--- src/rtl/fsled_pkg.sv ---
package fsled_pkg;

  // ----------------------------------------------------------------
  // clock and timebase
  // ----------------------------------------------------------------
  localparam int unsigned CLK_MHZ       = 250;
  localparam int unsigned CLK_PER_MS    = CLK_MHZ * 1000;
  localparam int unsigned TICK_W        = 18;

  // ----------------------------------------------------------------
  // pattern times in ms
  // ----------------------------------------------------------------
  localparam int unsigned FLASH1_HALF_MS = 500;
  localparam int unsigned FLASH1_LEN_MS  = 3000;
  localparam int unsigned FLASH2_HALF_MS = 250;
  localparam int unsigned BLINK_HALF_MS  = 200;
  localparam int unsigned LONG_OFF_MS    = 1000;
  localparam int unsigned FLICK_HALF_MS  = 50;
  localparam int unsigned SINGLE_LEN_MS  = BLINK_HALF_MS + LONG_OFF_MS;
  localparam int unsigned DOUBLE_LEN_MS  = 3 * BLINK_HALF_MS + LONG_OFF_MS;
  localparam int unsigned MS_W           = 12;

  // ----------------------------------------------------------------
  // wishbone register map
  // ----------------------------------------------------------------
  localparam logic [7:0] ADDR_CTRL   = 8'h00;
  localparam logic [7:0] ADDR_IOSTAT = 8'h04;
  localparam logic [7:0] ADDR_SLSTAT = 8'h08;
  localparam logic [7:0] ADDR_LEDS   = 8'h0C;

  // control register fields
  localparam int unsigned CTRL_SEL_BIT   = 0;
  localparam int unsigned CTRL_IDENT_BIT = 1;

  // io-device status fields
  localparam int unsigned IO_WDOG_BIT   = 0;
  localparam int unsigned IO_DIAG_BIT   = 1;
  localparam int unsigned IO_SYSERR_BIT = 2;
  localparam int unsigned IO_NODX_BIT   = 3;
  localparam int unsigned IO_NOCFG_BIT  = 4;
  localparam int unsigned IO_LOWSPD_BIT = 5;
  localparam int unsigned IO_NOLINK_BIT = 6;
  localparam int unsigned IO_W          = 7;

  // slave status fields
  localparam int unsigned SL_STATE_LSB  = 0;
  localparam int unsigned SL_STATE_W    = 2;
  localparam int unsigned SL_CFGERR_BIT = 2;
  localparam int unsigned SL_LOCERR_BIT = 3;
  localparam int unsigned SL_APPWD_BIT  = 4;
  localparam int unsigned SL_W          = 5;

  localparam logic [1:0] SL_INIT   = 2'h0;
  localparam logic [1:0] SL_PREOP  = 2'h1;
  localparam logic [1:0] SL_SAFEOP = 2'h2;
  localparam logic [1:0] SL_OP     = 2'h3;

  localparam logic [1:0]  CTRL_RESET   = 2'h0;
  localparam logic [6:0]  IOSTAT_RESET = 7'h00;
  localparam logic [4:0]  SLSTAT_RESET = 5'h00;

  typedef enum logic [5:0] {
    PAT_OFF    = 6'h01,
    PAT_ON     = 6'h02,
    PAT_FLASH2 = 6'h04,
    PAT_BLINK  = 6'h08,
    PAT_SINGLE = 6'h10,
    PAT_DOUBLE = 6'h20
  } fsled_pat_t;

endpackage : fsled_pkg

--- src/rtl/fsled_pattern.sv ---
`timescale 1ns/1ps
// ------------------------------------------------------------------
// one indicator pattern generator on the shared ms tick
// ------------------------------------------------------------------
module fsled_pattern (
  input  wire logic                 sys_clk,
  input  wire logic                 resetn,
  input  wire logic                 msTick,
  input  wire fsled_pkg::fsled_pat_t pat,
  output logic                      led
);

  logic [fsled_pkg::MS_W-1:0] phase_reg;
  logic [fsled_pkg::MS_W-1:0] phase_next;
  fsled_pkg::fsled_pat_t      last_reg;
  logic                       led_next;
  logic [fsled_pkg::MS_W-1:0] period;
  logic                       patChange;

  assign patChange = (pat != last_reg);
  assign period =
    (pat == fsled_pkg::PAT_FLASH2) ? fsled_pkg::MS_W'(2 * fsled_pkg::FLASH2_HALF_MS) :
    (pat == fsled_pkg::PAT_BLINK)  ? fsled_pkg::MS_W'(2 * fsled_pkg::BLINK_HALF_MS) :
    (pat == fsled_pkg::PAT_SINGLE) ? fsled_pkg::MS_W'(fsled_pkg::SINGLE_LEN_MS) :
    fsled_pkg::MS_W'(fsled_pkg::DOUBLE_LEN_MS);
  assign phase_next = patChange ? '0 :
    !msTick ? phase_reg :
    (phase_reg == period - 1'b1) ? '0 : phase_reg + 1'b1;

  always_comb begin
    case (pat)
      fsled_pkg::PAT_ON:     led_next = 1'b1;
      fsled_pkg::PAT_FLASH2: led_next = phase_next < fsled_pkg::MS_W'(fsled_pkg::FLASH2_HALF_MS);
      fsled_pkg::PAT_BLINK:  led_next = phase_next < fsled_pkg::MS_W'(fsled_pkg::BLINK_HALF_MS);
      fsled_pkg::PAT_SINGLE: led_next = phase_next < fsled_pkg::MS_W'(fsled_pkg::BLINK_HALF_MS);
      fsled_pkg::PAT_DOUBLE: led_next =
        (phase_next < fsled_pkg::MS_W'(fsled_pkg::BLINK_HALF_MS)) ||
        ((phase_next >= fsled_pkg::MS_W'(2 * fsled_pkg::BLINK_HALF_MS)) &&
         (phase_next < fsled_pkg::MS_W'(3 * fsled_pkg::BLINK_HALF_MS)));
      default:               led_next = 1'b0;
    endcase
  end

  always_ff @(posedge sys_clk or negedge resetn) begin
    if (!resetn) begin
      phase_reg <= '0;
      last_reg  <= fsled_pkg::PAT_OFF;
      led       <= 1'b0;
    end else begin
      phase_reg <= phase_next;
      last_reg  <= pat;
      led       <= led_next;
    end
  end

endmodule : fsled_pattern

--- src/rtl/fsled_top.sv ---
`timescale 1ns/1ps
// Behaviour
// - io mode: ident request flashes system-failure red 1 Hz for 3 s.
// - io mode: watchdog, diagnosis or system error light system-failure steady red.
// - io mode: no data exchange flashes bus-failure red 250/250 ms.
// - io mode: no config, low speed or no link light bus-failure red.
// - io mode: green port light follows port link.
// - io mode: yellow port light flickers on frame traffic, else dark.
// - 1 Hz flash is 500/500 ms and stops after 3 s.
// - heavy traffic flicker toggles 50 ms on, 50 ms off.
// - light traffic flicker follows individual frame events.
// - slave mode: run light dark in init state.
// - slave mode: run light blinks green 2.5 Hz in pre-operational.
// - slave mode: run light single-flashes green in safe-operational.
// - slave mode: run light steady green in operational.
// - slave mode: error light dark with no error.
// - slave mode: configuration error blinks error red 2.5 Hz.
// - slave mode: local state change single-flashes error red.
// - slave mode: application watchdog double-flashes error red.
// - slave mode: linked idle port shows steady green.
// - slave mode: linked busy port flickers green; unlinked dark.
// - slave mode: yellow port lights held dark.
// - 2.5 Hz blink is 200 ms on, 200 ms off.
// - single flash is 200 ms on then 1000 ms off.
// - double flash is two 200 ms pulses, 200 ms gap, 1000 ms off.
module fsled_top (
  input  wire logic        sys_clk,
  input  wire logic        resetn,
  input  wire logic        wb_cyc_i,
  input  wire logic        wb_stb_i,
  input  wire logic        wb_we_i,
  input  wire logic [7:0]  wb_adr_i,
  input  wire logic [3:0]  wb_sel_i,
  input  wire logic [31:0] wb_dat_i,
  output logic      [31:0] wb_dat_o,
  output logic             wb_ack_o,
  input  wire logic        portZeroLink,
  input  wire logic        portOneLink,
  input  wire logic        portZeroFrame,
  input  wire logic        portOneFrame,
  output logic             sysFailRed,
  output logic             runGreen,
  output logic             busFailRed,
  output logic             portZeroGreen,
  output logic             portOneGreen,
  output logic             portZeroYellow,
  output logic             portOneYellow
);

  // ----------------------------------------------------------------
  // pin synchronisers
  // ----------------------------------------------------------------
  logic [3:0] pinMeta_reg;
  logic [3:0] pinSync_reg;
  logic [3:0] pinPrev_reg;
  logic [1:0] linkSync;
  logic [1:0] frameEvt;

  always_ff @(posedge sys_clk or negedge resetn) begin
    if (!resetn) begin
      pinMeta_reg <= 4'h0;
      pinSync_reg <= 4'h0;
      pinPrev_reg <= 4'h0;
    end else begin
      pinMeta_reg <= {portOneFrame, portZeroFrame, portOneLink, portZeroLink};
      pinSync_reg <= pinMeta_reg;
      pinPrev_reg <= pinSync_reg;
    end
  end

  assign linkSync = pinSync_reg[1:0];
  assign frameEvt = pinSync_reg[3:2] & ~pinPrev_reg[3:2];

  // ----------------------------------------------------------------
  // register bus
  // ----------------------------------------------------------------
  logic [1:0]                 ctrl_reg;
  logic [fsled_pkg::IO_W-1:0] ioStat_reg;
  logic [fsled_pkg::SL_W-1:0] slStat_reg;
  logic                       wbReq;
  logic                       wbWr;
  logic                       hitCtrl;
  logic                       hitIo;
  logic                       hitSl;
  logic                       hitLeds;
  logic [31:0]                rdData;
  logic                       identStart;
  logic                       identActive;

  assign wbReq   = wb_cyc_i & wb_stb_i & ~wb_ack_o;
  assign wbWr    = wbReq & wb_we_i & wb_sel_i[0];
  assign hitCtrl = (wb_adr_i == fsled_pkg::ADDR_CTRL);
  assign hitIo   = (wb_adr_i == fsled_pkg::ADDR_IOSTAT);
  assign hitSl   = (wb_adr_i == fsled_pkg::ADDR_SLSTAT);
  assign hitLeds = (wb_adr_i == fsled_pkg::ADDR_LEDS);
  assign identStart = wbWr & hitCtrl & wb_dat_i[fsled_pkg::CTRL_IDENT_BIT];

  assign rdData =
    hitCtrl ? {30'h0, identActive, ctrl_reg[fsled_pkg::CTRL_SEL_BIT]} :
    hitIo   ? {25'h0, ioStat_reg} :
    hitSl   ? {27'h0, slStat_reg} :
    hitLeds ? {25'h0, portOneYellow, portZeroYellow, portOneGreen, portZeroGreen,
               busFailRed, runGreen, sysFailRed} :
    32'h0;

  always_ff @(posedge sys_clk or negedge resetn) begin
    if (!resetn) begin
      ctrl_reg   <= fsled_pkg::CTRL_RESET;
      ioStat_reg <= fsled_pkg::IOSTAT_RESET;
      slStat_reg <= fsled_pkg::SLSTAT_RESET;
      wb_ack_o   <= 1'b0;
      wb_dat_o   <= 32'h0;
    end else begin
      wb_ack_o <= wbReq;
      wb_dat_o <= wbReq ? rdData : 32'h0;
      if (wbWr && hitCtrl) ctrl_reg <= {1'b0, wb_dat_i[fsled_pkg::CTRL_SEL_BIT]};
      if (wbWr && hitIo) ioStat_reg <= wb_dat_i[fsled_pkg::IO_W-1:0];
      if (wbWr && hitSl) slStat_reg <= wb_dat_i[fsled_pkg::SL_W-1:0];
    end
  end

  // ----------------------------------------------------------------
  // millisecond timebase
  // ----------------------------------------------------------------
  logic [fsled_pkg::TICK_W-1:0] div_reg;
  logic                         msTick;

  assign msTick = (div_reg == fsled_pkg::TICK_W'(fsled_pkg::CLK_PER_MS - 1));

  always_ff @(posedge sys_clk or negedge resetn) begin
    if (!resetn) div_reg <= '0;
    else div_reg <= msTick ? '0 : div_reg + 1'b1;
  end

  // ----------------------------------------------------------------
  // timed identification flash
  // ----------------------------------------------------------------
  logic [fsled_pkg::MS_W-1:0] identMs_reg;
  logic                       identOn;

  assign identActive = (identMs_reg != '0);
  assign identOn = identActive &&
    (((fsled_pkg::MS_W'(fsled_pkg::FLASH1_LEN_MS) - identMs_reg) /
      fsled_pkg::MS_W'(fsled_pkg::FLASH1_HALF_MS)) % 2 == 0);

  always_ff @(posedge sys_clk or negedge resetn) begin
    if (!resetn) identMs_reg <= '0;
    else if (identStart) identMs_reg <= fsled_pkg::MS_W'(fsled_pkg::FLASH1_LEN_MS);
    else if (msTick && identActive) identMs_reg <= identMs_reg - 1'b1;
  end

  // ----------------------------------------------------------------
  // per-port flicker
  // ----------------------------------------------------------------
  logic [1:0]                 flick_reg;
  logic [1:0]                 busy_reg;
  logic [fsled_pkg::MS_W-1:0] flickMs_reg [2];

  for (genvar p = 0; p < 2; p++) begin : g_flick
    always_ff @(posedge sys_clk or negedge resetn) begin
      if (!resetn) begin
        flick_reg[p]   <= 1'b0;
        busy_reg[p]    <= 1'b0;
        flickMs_reg[p] <= '0;
      end else if (frameEvt[p] && !busy_reg[p]) begin
        flick_reg[p]   <= 1'b1;
        busy_reg[p]    <= 1'b1;
        flickMs_reg[p] <= '0;
      end else if (busy_reg[p] && msTick) begin
        if (flickMs_reg[p] == fsled_pkg::MS_W'(fsled_pkg::FLICK_HALF_MS - 1)) begin
          flickMs_reg[p] <= '0;
          flick_reg[p]   <= ~flick_reg[p];
          busy_reg[p]    <= flick_reg[p];
        end else begin
          flickMs_reg[p] <= flickMs_reg[p] + 1'b1;
        end
      end
    end
  end

  // ----------------------------------------------------------------
  // pattern selection
  // ----------------------------------------------------------------
  logic                  slaveSel;
  logic [1:0]            slState;
  fsled_pkg::fsled_pat_t sysPat;
  fsled_pkg::fsled_pat_t busPat;
  fsled_pkg::fsled_pat_t runPat;
  fsled_pkg::fsled_pat_t errPat;
  fsled_pkg::fsled_pat_t redPat;
  fsled_pkg::fsled_pat_t busSel;
  logic                  sysPatLed;
  logic                  runPatLed;
  logic                  busPatLed;

  assign slaveSel = ctrl_reg[fsled_pkg::CTRL_SEL_BIT];
  assign slState  = slStat_reg[fsled_pkg::SL_STATE_LSB +: fsled_pkg::SL_STATE_W];

  assign sysPat = (ioStat_reg[fsled_pkg::IO_WDOG_BIT] || ioStat_reg[fsled_pkg::IO_DIAG_BIT] ||
                   ioStat_reg[fsled_pkg::IO_SYSERR_BIT]) ? fsled_pkg::PAT_ON :
                  fsled_pkg::PAT_OFF;
  assign busPat = (ioStat_reg[fsled_pkg::IO_NOCFG_BIT] || ioStat_reg[fsled_pkg::IO_LOWSPD_BIT] ||
                   ioStat_reg[fsled_pkg::IO_NOLINK_BIT]) ? fsled_pkg::PAT_ON :
                  ioStat_reg[fsled_pkg::IO_NODX_BIT] ? fsled_pkg::PAT_FLASH2 :
                  fsled_pkg::PAT_OFF;
  assign runPat = (slState == fsled_pkg::SL_OP)     ? fsled_pkg::PAT_ON :
                  (slState == fsled_pkg::SL_SAFEOP) ? fsled_pkg::PAT_SINGLE :
                  (slState == fsled_pkg::SL_PREOP)  ? fsled_pkg::PAT_BLINK :
                  fsled_pkg::PAT_OFF;
  assign errPat = slStat_reg[fsled_pkg::SL_APPWD_BIT]  ? fsled_pkg::PAT_DOUBLE :
                  slStat_reg[fsled_pkg::SL_LOCERR_BIT] ? fsled_pkg::PAT_SINGLE :
                  slStat_reg[fsled_pkg::SL_CFGERR_BIT] ? fsled_pkg::PAT_BLINK :
                  fsled_pkg::PAT_OFF;
  assign redPat = slaveSel ? fsled_pkg::PAT_OFF : sysPat;
  assign busSel = slaveSel ? errPat : busPat;

  fsled_pattern u_sys (
    .sys_clk (sys_clk),
    .resetn  (resetn),
    .msTick  (msTick),
    .pat     (redPat),
    .led     (sysPatLed)
  );

  fsled_pattern u_run (
    .sys_clk (sys_clk),
    .resetn  (resetn),
    .msTick  (msTick),
    .pat     (slaveSel ? runPat : fsled_pkg::PAT_OFF),
    .led     (runPatLed)
  );

  fsled_pattern u_bus (
    .sys_clk (sys_clk),
    .resetn  (resetn),
    .msTick  (msTick),
    .pat     (busSel),
    .led     (busPatLed)
  );

  // ----------------------------------------------------------------
  // led outputs
  // ----------------------------------------------------------------
  always_ff @(posedge sys_clk or negedge resetn) begin
    if (!resetn) begin
      sysFailRed     <= 1'b0;
      runGreen       <= 1'b0;
      busFailRed     <= 1'b0;
      portZeroGreen  <= 1'b0;
      portOneGreen   <= 1'b0;
      portZeroYellow <= 1'b0;
      portOneYellow  <= 1'b0;
    end else begin
      sysFailRed <= slaveSel ? 1'b0 :
                    sysPatLed ? 1'b1 : identOn;
      runGreen   <= runPatLed;
      busFailRed <= busPatLed;
      if (slaveSel) begin
        portZeroGreen  <= linkSync[0] & (busy_reg[0] ? flick_reg[0] : 1'b1);
        portOneGreen   <= linkSync[1] & (busy_reg[1] ? flick_reg[1] : 1'b1);
        portZeroYellow <= 1'b0;
        portOneYellow  <= 1'b0;
      end else begin
        portZeroGreen  <= linkSync[0];
        portOneGreen   <= linkSync[1];
        portZeroYellow <= busy_reg[0] & flick_reg[0];
        portOneYellow  <= busy_reg[1] & flick_reg[1];
      end
    end
  end

endmodule : fsled_top

--- config.mk ---
export PLATFORM = sky130hd
export DESIGN_NAME = fsled_top
export DESIGN_NICKNAME = d
export VERILOG_FILES = /design/src/rtl/fsled_pkg.sv /design/src/rtl/fsled_pattern.sv /design/src/rtl/fsled_top.sv
export SDC_FILE = /design/constraint.sdc
export NUM_CORES = 1
export LEC_CHECK = 0
export ABC_AREA = 1
export CORE_MARGIN = 2
export CORE_UTILIZATION = 64
export DETAILED_ROUTE_END_ITERATION = 8
export DONT_BUFFER_PORTS = 1
export PLACE_DENSITY = 0.9
export SLEW_MARGIN = 15
export SYNTH_ARGS = -nofsm -noshare
export SYNTH_HDL_FRONTEND = slang
export SYNTH_SLANG_ARGS = --single-unit
--- constraint.sdc ---
create_clock -name sys_clk -period 3.67 [get_ports sys_clk]
set_input_delay 0.1835 -clock sys_clk [delete_from_list [all_inputs] [get_ports sys_clk]]
set_output_delay 0.1835 -clock sys_clk [all_outputs]
set_load 0.01 [all_outputs]
======== Yosys cells after proc, flatten, opt, wreduce, memory -nomap -nowiden ========
Index checks and enable logic that the tools add are counted.
operators by class
  add/subtract/negate cells ............... 11
  reductions and logical operators ........ 34
  $lt $le $gt $ge ......................... 12
  bitwise gates (word level) .............. 15
  mux-type cells .......................... 67
  divide/modulo/power cells ............... 1
  equal/unequal tests ..................... 30
operator list
  cell                      number
  $mux W12                  23
  $lt A12 B8 Y1 const B     6
  $add A12 B1 Y12 const B   5
  $sub A12 B1 Y12 const B   4
  $eq A12 B12 Y1            3
  $ge A12 B9 Y1 const B     3
  $lt A12 B10 Y1 const B    3
  $mux W7                   5
  $div A32 B9 Y32 const B   1
  $logic_not A32 Y1         1
  $mux W10                  3
  $eq A12 B6 Y1 const B     2
  $mux W1                   20
  $mux W5                   4
  $add A18 B1 Y18 const B   1
  $eq A18 B18 Y1 const B    1
  $mux W18                  1
  $eq A8 B4 Y1 const B      2
  $sub A12 B12 Y13 const A  1
  $logic_and A1 B1 Y1       12
  $mux W6                   2
  $pmux W1 S4               3
  $reduce_bool A12 Y1       1
  $and A1 B1 Y1             10
  32 further kinds          53
storage, ports and cells
  input bits .............................. 53
  output and inout bits ................... 40
  word-level logic and storage cells ...... 202
  register bits ........................... 150

======== Logic depth before layout (Yosys ltp) ========
Gate-level depths: netlist of run 1.
  depth in word-level cells ............... 18
  gate-level depth with buffers ........... 29
  gate-level depth less buffers ........... 29

======== Cells and area by module ========
From an unflattened synthesis of run 1, not the netlist that was laid out.
second synthesis, totals
  cells, all modules ...................... 1352
  area, all modules ....................... 9855.7 um^2
modules (own cells, without submodules)
  module         times used  cells an instance  seq. area each (um^2)  area each (um^2)
  fsled_top      1           725                2402.3                 5636.7
  fsled_pattern  3           209                476.7                  1406.3

======== Worst setup path before layout of run 1 ========
OpenSTA, ideal clock, no wires.
  path kind ............................... register to register
  from .................................... register identMs_reg[0] in the netlist's numbering
  to ...................................... register sysFailRed
  required time ........................... 3.548 ns
  path buffers ............................ 1
  library setup time ...................... 0.122 ns
  slack ................................... 1.023 ns
  data arrival time ....................... 2.525 ns
  stages on the path, launching flop included .. 24
  clock period less this slack ............ 2.647 ns
  cell sequence ........................... dfrtp_1 -> inv_1 -> ha_1 -> nand2_2 -> nand2_1 -> nand3_1 -> inv_2 -> nor2_4 -> buf_8 -> nand3_4 -> nand2_4 -> nand4_1 -> nor2_2 -> nand2_2 -> nand2_4 -> nand2_2 -> xor2_1 -> inv_1 -> nand2_1 -> nand3_1 -> nand2_1 -> nand3_1 -> nand2_1 -> a21oi_2
between the ends
  word-level cells in the longest chain between the ends .. 6
  elaborated cells on any way between the ends .. 7
  classes of those cells .................. 1 x add/sub; 1 x div; 2 x mux; 3 x reduce/logical
RTL lines
  item                    line              text
  start, declared         fsled_top.sv:138  logic [fsled_pkg::MS_W-1:0] identMs_reg;
  start signal, assigned  fsled_top.sv:148  else if (identStart) identMs_reg <= fsled_pkg::MS_W'(fsled_pkg::FLASH1_LEN_MS);
  start signal, assigned  fsled_top.sv:149  else if (msTick && identActive) identMs_reg <= identMs_reg - 1'b1;
  $sub A12 B12 Y13        fsled_top.sv:143  (((fsled_pkg::MS_W'(fsled_pkg::FLASH1_LEN_MS) - identMs_reg) /
  $div A32 B9 Y32         fsled_top.sv:143
  $logic_not A32 Y1       fsled_top.sv:143
  $logic_and A1 B1 Y1 *   fsled_top.sv:142  assign identOn = identActive &&
  $mux W1 *               fsled_top.sv:255  sysPatLed ? 1'b1 : identOn;
  $mux W1 *               fsled_top.sv:254  sysFailRed <= slaveSel ? 1'b0 :
  end signal, assigned    fsled_top.sv:254
  end, declared           fsled_top.sv:41   output logic sysFailRed,
Every way passes the cells marked *; elsewhere a longest branch is shown, timed or not.
A chain may end at the register's enable or synchronous reset.

======== Final worst setup path of run 1 ========
  from .................................... register ctrl_reg[0]
  to ...................................... register u_bus.led
between the ends
  word-level cells in the longest chain between the ends .. 14
  elaborated cells on any way between the ends .. 23
  classes of those cells .................. 1 x add/sub; 4 x order compare; 7 x eq/ne; 8 x mux; 3 x reduce/logical
RTL lines
  item                                             line                                      text
  start, declared                                  fsled_top.sv:77                           logic [1:0] ctrl_reg;
  start signal, assigned                           fsled_top.sv:108                          ctrl_reg <= fsled_pkg::CTRL_RESET;
  start signal, assigned                           fsled_top.sv:116                          if (wbWr && hitCtrl) ctrl_reg <= {1'b0, wb_dat_i[fsled_pkg::CTRL_SEL_BIT]};
  $mux W6 *                                        fsled_top.sv:215                          assign busSel = slaveSel ? errPat : busPat;
  net busSel[4]                                    fsled_top.sv:191                          fsled_pkg::fsled_pat_t busSel;
  $eq A6 B5 Y1                                     fsled_pattern.sv:24, fsled_pattern.sv:31
  $mux W10                                         fsled_pattern.sv:24                       (pat == fsled_pkg::PAT_SINGLE) ? fsled_pkg::MS_W'(fsled_pkg::SINGLE_LEN_MS) :
  $mux W12                                         fsled_pattern.sv:23                       (pat == fsled_pkg::PAT_BLINK) ? fsled_pkg::MS_W'(2 * fsled_pkg::BLINK_HALF_MS) :
  $mux W12                                         fsled_pattern.sv:22                       (pat == fsled_pkg::PAT_FLASH2) ? fsled_pkg::MS_W'(2 * fsled_pkg::FLASH2_HALF_MS) :
  $sub A12 B1 Y12                                  fsled_pattern.sv:28                       (phase_reg == period - 1'b1) ? '0 : phase_reg + 1'b1;
  $eq A12 B12 Y1                                   fsled_pattern.sv:28
  $mux W12                                         fsled_pattern.sv:28
  $mux W12                                         fsled_pattern.sv:27                       !msTick ? phase_reg :
  $mux W12                                         fsled_pattern.sv:26                       assign phase_next = patChange ? '0 :
  $ge A12 B9 Y1 or $lt A12 B10 Y1 (tied branches)  fsled_pattern.sv:38, fsled_pattern.sv:39
  $logic_and A1 B1 Y1                              fsled_pattern.sv:38                       ((phase_next >= fsled_pkg::MS_W'(2 * fsled_pkg::BLINK_HALF_MS)) &&
  $logic_or A1 B1 Y1                               fsled_pattern.sv:37                       (phase_next < fsled_pkg::MS_W'(fsled_pkg::BLINK_HALF_MS)) ||
  $pmux W1 S4 *                                    fsled_pattern.sv:31                       case (pat)
  net u_bus.led_next                               fsled_pattern.sv:16                       logic led_next;
  end signal, assigned                             fsled_pattern.sv:52                       led <= led_next;
  end, declared                                    fsled_pattern.sv:10                       output logic led
The timed path passes the listed nets; every way through them passes the cells marked *.

==> summary.txt, run 1 <==
Drt
  – Overall routed net length: around 18000 um
  – Vias per inst: 5.80
  – Routed WL per cell: 14.7 um
  – Post-route ant nets: 0
  – DRT Pass-1 Iters: 8
  – # DRC: 0
  – Via count: just under 7000
  – DRT iter0 DRCs: a little over 700

Setup path
  – CP Data Required Time: 3.95 ns
  – Largest stage delay, worst path: roughly 0.75 ns
  – Reg2reg path depth: 15
  – Reg2reg end: u_bus.led
  – R2R Setup Slk: approximately 0.14 ns
  – Critical path peak fanout: 15
  – Critical path endpoint category: flip-flop
  – Critical path's slowest cell: dfrtp_1
  – Critical path endpoint: u_bus.led
  – Crit-path cells: inv_2 > nor3_2 > xor2_1 > nor4_1 > nand3_1 > inv_2 > nand2_1 > a21oi_1 > nand2_1 > nor2_1 > nand4_1 > o21ai_1 > nand2_1 > nand3_1 > nand3_1
  – Crit Reg-Reg Startpoint: ctrl_reg[0]
  – Crit Path Class: flip-flop to flip-flop
  – Worst EP arrival: ~3.8 ns
  – Crit path from: ctrl_reg[0]
  – Worst path buffer plus inverter count: 2
  – Startpoint Class: flip-flop
  – CP delay by family, top: simple AND/OR/NAND/NOR gates
  – Cell count along the critical path: 15

Synthesis
  – Syn Inst Count: about 1000
  – Synth Area in Compound Gates: under 10%
  – Synth Area in XOR/XNOR: 4.27%
  – Multiplexer share of the synthesized area: less than 1%
  – Yosys reg bits: roughly 130
  – Yosys top cell area share: 42.3%
  – Post-synth top flop: dfrtp_1
  – Register area share after synthesis: between 40% and 50%
  – Synth warn: 0
  – Synth Area in Adders: under 10%
  – Post-synthesis simple-gate area fraction: 30.0%
  – Syn Area/Cell: 7.70 um^2
  – Yosys cell types: 56
  – Post-synth ARST share: between 90% and 100%
  – Top cells by area, synth: dfrtp_1 (42%), nand2_1 (9.3%), inv_1 (7.3%), nor2_1 (5.0%), nand3_1 (4.3%)
  – Post-synth EDFFs: 0
  – Largest family of logic cells by synthesized area: simple AND/OR/NAND/NOR gates
  – Synth area leader: dfrtp_1
  – Synth Cell Area: between 7000 and 8000 um^2

Timing
  – Worst slew margin: around 53%
  – Max Slew Vio Count: 0
  – Final hold vios: 0
  – Skew final: about 0.011 ns
  – Count of final setup violators: 0
  – Final Cycle Share: a little under 100%
  – RSZ-0062 raised after global routing: false
  – Final setup TNS: 0 ns
  – Min cycle time layout: ~3.5 ns
  – FMAX: approximately 0.28 GHz
  – Worst-Margin Slew: roughly 0.7 ns

GRT
  – Largest net degree at the start of global routing: about 130
  – First-pass GRT wire length: a little under 30000 um
  – Initial antenna violation count: 0
  – Overflow after GRT: 0
  – GRT Overall Usage: 28.1%
  – Vias in the first global route: between 6000 and 7000

Power and ir drop
  – Final Total Pwr: 3.37 mW
  – Power density over cell area: a little under 400 nW/um^2
  – VDD IR max: roughly 0.25 mV
  – Leakage: roughly 4.2 nW

Placement
  – RePlAce Congestion: just under 0.9
  – Placed cell count: 1147
  – Dpl hpwl: about 12000 um
  – IO buf count: 0

Clock tree
  – H-tree levels: 4
  – Worst-case clock buffer depth: 2
  – TritonCTS Buffers: 17
  – Worst-Skew Late Latency: 0.43 ns
  – Clock Pin Slew Worst Setup and Hold Paths: roughly 0.06 ns
  – Sink Count: 133
  – CTS tree: done
  – Root buffer cell: clkbuf_16
  – Post-CTS sizing: 0

Hold path
  – Hold Path Depth: 3
  – Worst hold path class: input port to flip-flop

Finish
  – Area added between synthesis and finish: 9.82%
  – Antenna Cells: 0
  – Max reg flops: 24
  – Post-Layout Cell Count: between 1000 and 1500
  – Nets: roughly 1100
  – Share of post-route cells with drive strength above 1: 9.28%
  – Final core utilization: a little under three quarters

Die
  – Die width: about 110 um
  – Core area: 11900 um^2
  – Ports: 93
  – Die height: ~110 um
  – Site Rows: 40
  – Die ar.: about 13000 um^2
  – Initial Util: between 60% and 70%

Job
  – Max-cap violations: 0

Status
  – Status: finished, final reports clean
-- layout make-up --
cell class	instances	area (um^2)
Multi-Input combinational cell	700	3660
Timing Repair Buffer	18	188
Tap cell	147	184
Inverter	163	612
Clock buffer	18	439
Clock inverter	13	109
Sequential cell	133	3330
Fill cell	823	3390
-- worst min-delay path, delay by kind of cell --
family          cells  cell delay (ns)
compound gates      1             0.08
simple gates        2             0.14
-- cells in the final DEF, fill, tap and decap left out, types with 4 or more instances in the layout --
cell / instances
nand2_1: 192
inv_1: 151
dfrtp_1: 131
nor2_1: 104
nand3_1: 67
nor3_1: 44
o21ai_0: 41
a21oi_1: 39
xor2_1: 26
conb_1: 25
nor4_1: 19
nand4_1: 18
clkbuf_16: 17
nand2_2: 16
dlygate4sd3_1: 13
inv_2: 12
xnor2_1: 10
ha_1: 9
a31oi_1: 8
o211ai_1: 8
nand3_2: 7
nor3b_1: 7
o21ai_1: 7
o31ai_1: 6
nor2_2: 6
clkinv_2: 6
buf_4: 4
-- Yosys cell counts (all sizes together) (10+ instances only) --
cell type and count:
a21oi 42, buf 31, dfrtp 131, inv 163
nand2 211, nand3 75, nand4 19, nor2 112
nor3 47, nor4 21, o21ai 48, xnor2 10
xor2 27
-- routing by layer --
metal  GRT usage (%)  wire length (um)  vias up
met4            11.3               471        0
met5               0                 0        -
li1                -                 -     3293
met3            6.30              1200       66
met1            35.8              7280     3231
met2            46.7              8580      320
-- what timing repair did --
item                      in CTS  in global routing
buffers inserted               0                  0
hold buffers                  14                  0
hold endpoints to repair     149                  0
-- metrics by stage --
| stage | hold slack, ns | setup slack, ns | cell area [um^2] |
|---|---|---|---|
| 5_1_grt | 0.00103 | 0.00878 | 8520 |
| 3_5_place_dp | -0.111 | 0.487 | 7810 |
| 3_3_place_gp | -0.110 | 0.588 | 7810 |
| 2_1_floorplan | -0.112 | 1.02 | 7850 |
| 4_1_cts | 0.00557 | 0.309 | 8510 |
| 6_report | 0.0110 | 0.137 | 8520 |
-- how the worst min path moves through the flow --
stage | startpoint | endpoint | slack [ns]
after global routing | wb_dat_i[1] | ioStat_reg[1] | 0.001
after global placement | resetn | ioStat_reg[5] | -0.11
final | wb_adr_i[2] | wb_dat_o[1] | 0.01
after detailed placement | resetn | ioStat_reg[5] | -0.11
after CTS | wb_dat_i[1] | ioStat_reg[1] | 0.006
after floorplan | resetn | busFailRed | -0.11
-- where the power goes --
| group | internal, mW | total (mW) | switching [mW] |
|---|---|---|---|
| logic | 0.0638 | 0.225 | 0.161 |
| clock network | 0.940 | 1.58 | 0.642 |
| registers | 1.51 | 1.56 | 0.0471 |
| total | 2.52 | 3.37 | 0.851 |
-- cells by family (layout without fill, tap and decap cells) --
group                    Yosys count  in the layout
AND/OR/NAND/NOR                  497            497
AO/OA/AOI/OAI                    131            131
flip-flops                       133            133
XOR/XNOR                          37             37
adder cells (fa/ha/maj)            9              9
multiplexers                       1              1
other                              1             25
buffers and inverters            199            212
No activity file was read; power rests on OpenSTA's default activity.
==> run 2, diff against run 1 <==
--- a/config.mk
+++ b/config.mk
@@ -5,7 +5,7 @@
 export SDC_FILE = /design/constraint.sdc
 export NUM_CORES = 1
 export LEC_CHECK = 0
-export ABC_AREA = 1
+export ABC_AREA = 0
 export CORE_MARGIN = 2
 export CORE_UTILIZATION = 64
 export DETAILED_ROUTE_END_ITERATION = 8
==> run 2 against run 1 <==
Compared with the run above: clock skew grew 0.0019 ns; die area is 3.4% lower; register-to-register slack better by 0.02 ns; non-clock buffer count is 18 higher; setup slack improved by 0.023 ns; fmax up 0.66%; routed wire length increased by 2.2%; cell count is 17% lower; power shrank 0.17%; critical path type unchanged; critical endpoint unchanged.
==> summary.txt, run 2 <==
Placement
  – RePlAce Congestion: between 0.8 and 0.9
  – Dpl hpwl: around 11000 um
  – IO buf count: 0
  – Placed cell count: 935

Drt
  – Vias per inst: about 6.2
  – Routed WL per cell: 18.1 um
  – Via count: around 6200
  – Post-route ant nets: 0
  – DRT Pass-1 Iters: 5
  – DRT iter0 DRCs: 729
  – # DRC: 0
  – Overall routed net length: ~18000 um

Synthesis
  – Yosys top cell area share: a little over two fifths
  – Synth Area in XOR/XNOR: 9.60%
  – Post-synthesis simple-gate area fraction: ~24%
  – Post-synth top flop: dfrtp_1
  – Top-count cell post-synth: dfrtp_1
  – Syn Inst Count: approximately 800
  – Synth top cells by count: dfrtp_1 (131), nor2_1 (123), nand2_1 (82)
  – Post-synth ARST share: between 90% and 100%
  – Yosys cell types: 79
  – Largest family of logic cells by synthesized area: simple AND/OR/NAND/NOR gates
  – Synth warn: 0
  – Syn Area/Cell: roughly 9.3 um^2
  – Synth area leader: dfrtp_1
  – Multiplexer share of the synthesized area: 4.52%
  – Post-synth EDFFs: 0
  – Synth Cell Area: approximately 7500 um^2
  – Register area share after synthesis: 44.5%
  – Top cells by area, synth: dfrtp_1 (44%), nor2_1 (6.2%), xnor2_1 (5.3%), xor2_1 (4.3%), nand2_1 (4.1%)
  – Yosys reg bits: around 130
  – Synth Area in Compound Gates: between 10% and 20%
  – Synth Area in Adders: between 1.5 and 2%

GRT
  – Vias in the first global route: between 6000 and 7000
  – First-pass GRT wire length: 29900 um
  – Initial antenna violation count: 0
  – GRT Overall Usage: between 20% and 30%
  – Largest net degree at the start of global routing: roughly 130
  – Overflow after GRT: 0

Finish
  – Max reg flops: 24
  – Most common cell after layout, fill and taps aside: dfrtp_1
  – Area added between synthesis and finish: 12.6%
  – Most frequent cells in the layout: dfrtp_1 (131), nor2_1 (123), nand2_1 (82)
  – Final core utilization: 73.7%
  – Post-Layout Cell Count: just under 1000
  – Antenna Cells: 0
  – Share of post-route cells with drive strength above 1: 12.6%
  – Nets: about 900

Setup path
  – Critical path's slowest cell: or4_4
  – Reg2reg path depth: 9
  – CP delay by family, top: simple AND/OR/NAND/NOR gates
  – Crit Path Class: flip-flop to flip-flop
  – Largest stage delay, worst path: about 0.56 ns
  – R2R Setup Slk: 0.16 ns
  – Startpoint Class: flip-flop
  – Crit Reg-Reg Startpoint: div_reg[11]
  – Worst EP arrival: 3.84 ns
  – Critical path endpoint category: flip-flop
  – Crit-path cells: or4b_1 > or4_4 > or2_1 > or3_4 > nor2_1 > mux2_2 > o21ai_0 > nand3b_1 > o21ai_1
  – Worst path buffer plus inverter count: 0
  – Reg2reg end: u_bus.led
  – Critical path peak fanout: 4
  – CP Data Required Time: 4.00 ns

Timing
  – Skew final: between 0.01 and 0.015 ns
  – Max Slew Vio Count: 0
  – Count of final setup violators: 0
  – Final Cycle Share: between 90% and 100%
  – Worst-Margin Slew: 1.06 ns
  – FMAX: approximately 0.28 GHz
  – Final hold vios: 0
  – Worst slew margin: between 20% and 30%
  – Min cycle time layout: 3.51 ns

Die
  – Core area: 11400 um^2
  – Site Rows: 39
  – Die ar.: about 13000 um^2
  – Die width: between 100 and 150 um
  – Ports: 93
  – Initial Util: approximately 66%
  – Die height: roughly 110 um

Clock tree
  – Sink Count: about 130
  – Worst-case clock buffer depth: 2
  – Clock Pin Slew Worst Setup and Hold Paths: about 0.07 ns
  – CTS tree: done
  – TritonCTS Buffers: 17
  – H-tree levels: 4
  – Root buffer cell: clkbuf_16
  – Worst-Skew Late Latency: 0.43 ns

Power and ir drop
  – Pint: around 2.5 mW
  – Sw frac: between 20 and 25%
  – VDD IR max: 0.423 mV
  – Leakage: ~3.7 nW
  – Seq pwr share: approximately 45%
  – Comb pwr share: 3.7%
  – Final Total Pwr: ~3.4 mW
  – Power density over cell area: ~400 nW/um^2
  – Clock share of power: 51.3%
  – Switching power: 816 uW

Hold path
  – Worst hold path class: input port to flip-flop
  – Worst hold path endpoint: identMs_reg[4]
  – Worst hold path startpoint: wb_dat_i[1]
  – Hold Path Depth: 2

Status
  – Status: finished, final reports clean

Job
  – Max-cap violations: 0
[run 2: cell count changes after synthesis, sizes merged, moves of 18 or more]
cell	delta
nor3	-19
nand2	-128
nand3	-38
o21ai	-20
a21oi	-18
inv	-148
xnor2	+35
[run 2: how the worst max path moves through the flow]
stage / cells after the start / endpoint / slack, ns / from
final: 9 / u_bus.led / 0.16 / div_reg[11]
after global routing: 12 / sysFailRed / -0.01 / identMs_reg[3]
after CTS: 14 / sysFailRed / 0.1 / identMs_reg[1]
after detailed placement: 14 / sysFailRed / 0.13 / identMs_reg[1]
after global placement: 14 / sysFailRed / 0.30 / identMs_reg[1]
after floorplan: 14 / sysFailRed / 0.44 / identMs_reg[0]
[run 2: power groups by stage]
stage | Combinational (mW) | Clock [mW] | Sequential (mW)
4_1_cts | 0.121 | 1.73 | 1.52
6_report | 0.123 | 1.72 | 1.52
2_1_floorplan | 0.0830 | 0 | 1.53
3_5_place_dp | 0.0702 | 0 | 1.54
3_3_place_gp | 0.0663 | 0 | 1.54
5_1_grt | 0.136 | 1.79 | 1.52
[run 2: cell families (layout without fill, tap and decap cells)]
kind of cell	count (synthesis)	after routing
compound gates	107	107
xor+xnor	82	82
fa+ha+maj	10	10
buf+inv	66	83
flops	133	133
mux	29	29
other cells	1	25
simple gates	375	375
[run 2: per-stage QoR]
stage	setup TNS, ns	setup slack, ns	hold WS (ns)	cell area, um^2
after global placement	0	0.301	-0.106	7550
after CTS	0	0.0970	0.0646	8340
after detailed placement	0	0.129	-0.108	7550
after global routing	-0.0145	-0.0145	0.0818	8420
final	0	0.160	0.0665	8420
after floorplan	0	0.445	-0.112	7570
[run 2: timing repair]
action	CTS	global route
gates resized for setup	0	11
setup endpoints to repair	0	1
hold endpoints to repair	156	0
buffers inserted	0	3
hold buffers	17	0
[run 2: metal layers]
metal  share of wire (%)  global-route usage (%)  up-vias
met5                   0                       0        -
met2                  52                    51.4      276
met1                  38                    34.2     3009
li1                    -                       -     2807
met4                 3.6                    12.8        0
met3                 6.0                    7.72       68
[run 2: layout make-up]
type / count / area [um^2]
clock buffer: 17 / 425
clock inverter: 15 / 171
fill: 683 / 3000
inverter: 15 / 56.3
multi-input combinational: 628 / 3930
sequential: 133 / 3330
tap: 143 / 179
timing repair buffer: 36 / 330
[run 2: worst register-to-register path, delay by kind of cell, from the launching register on]
kind             cells  cell delay, ns
AO/OA/AOI/OAI        2            0.51
flip-flops           1            0.42
multiplexers         1            0.37
AND/OR/NAND/NOR      6            2.11
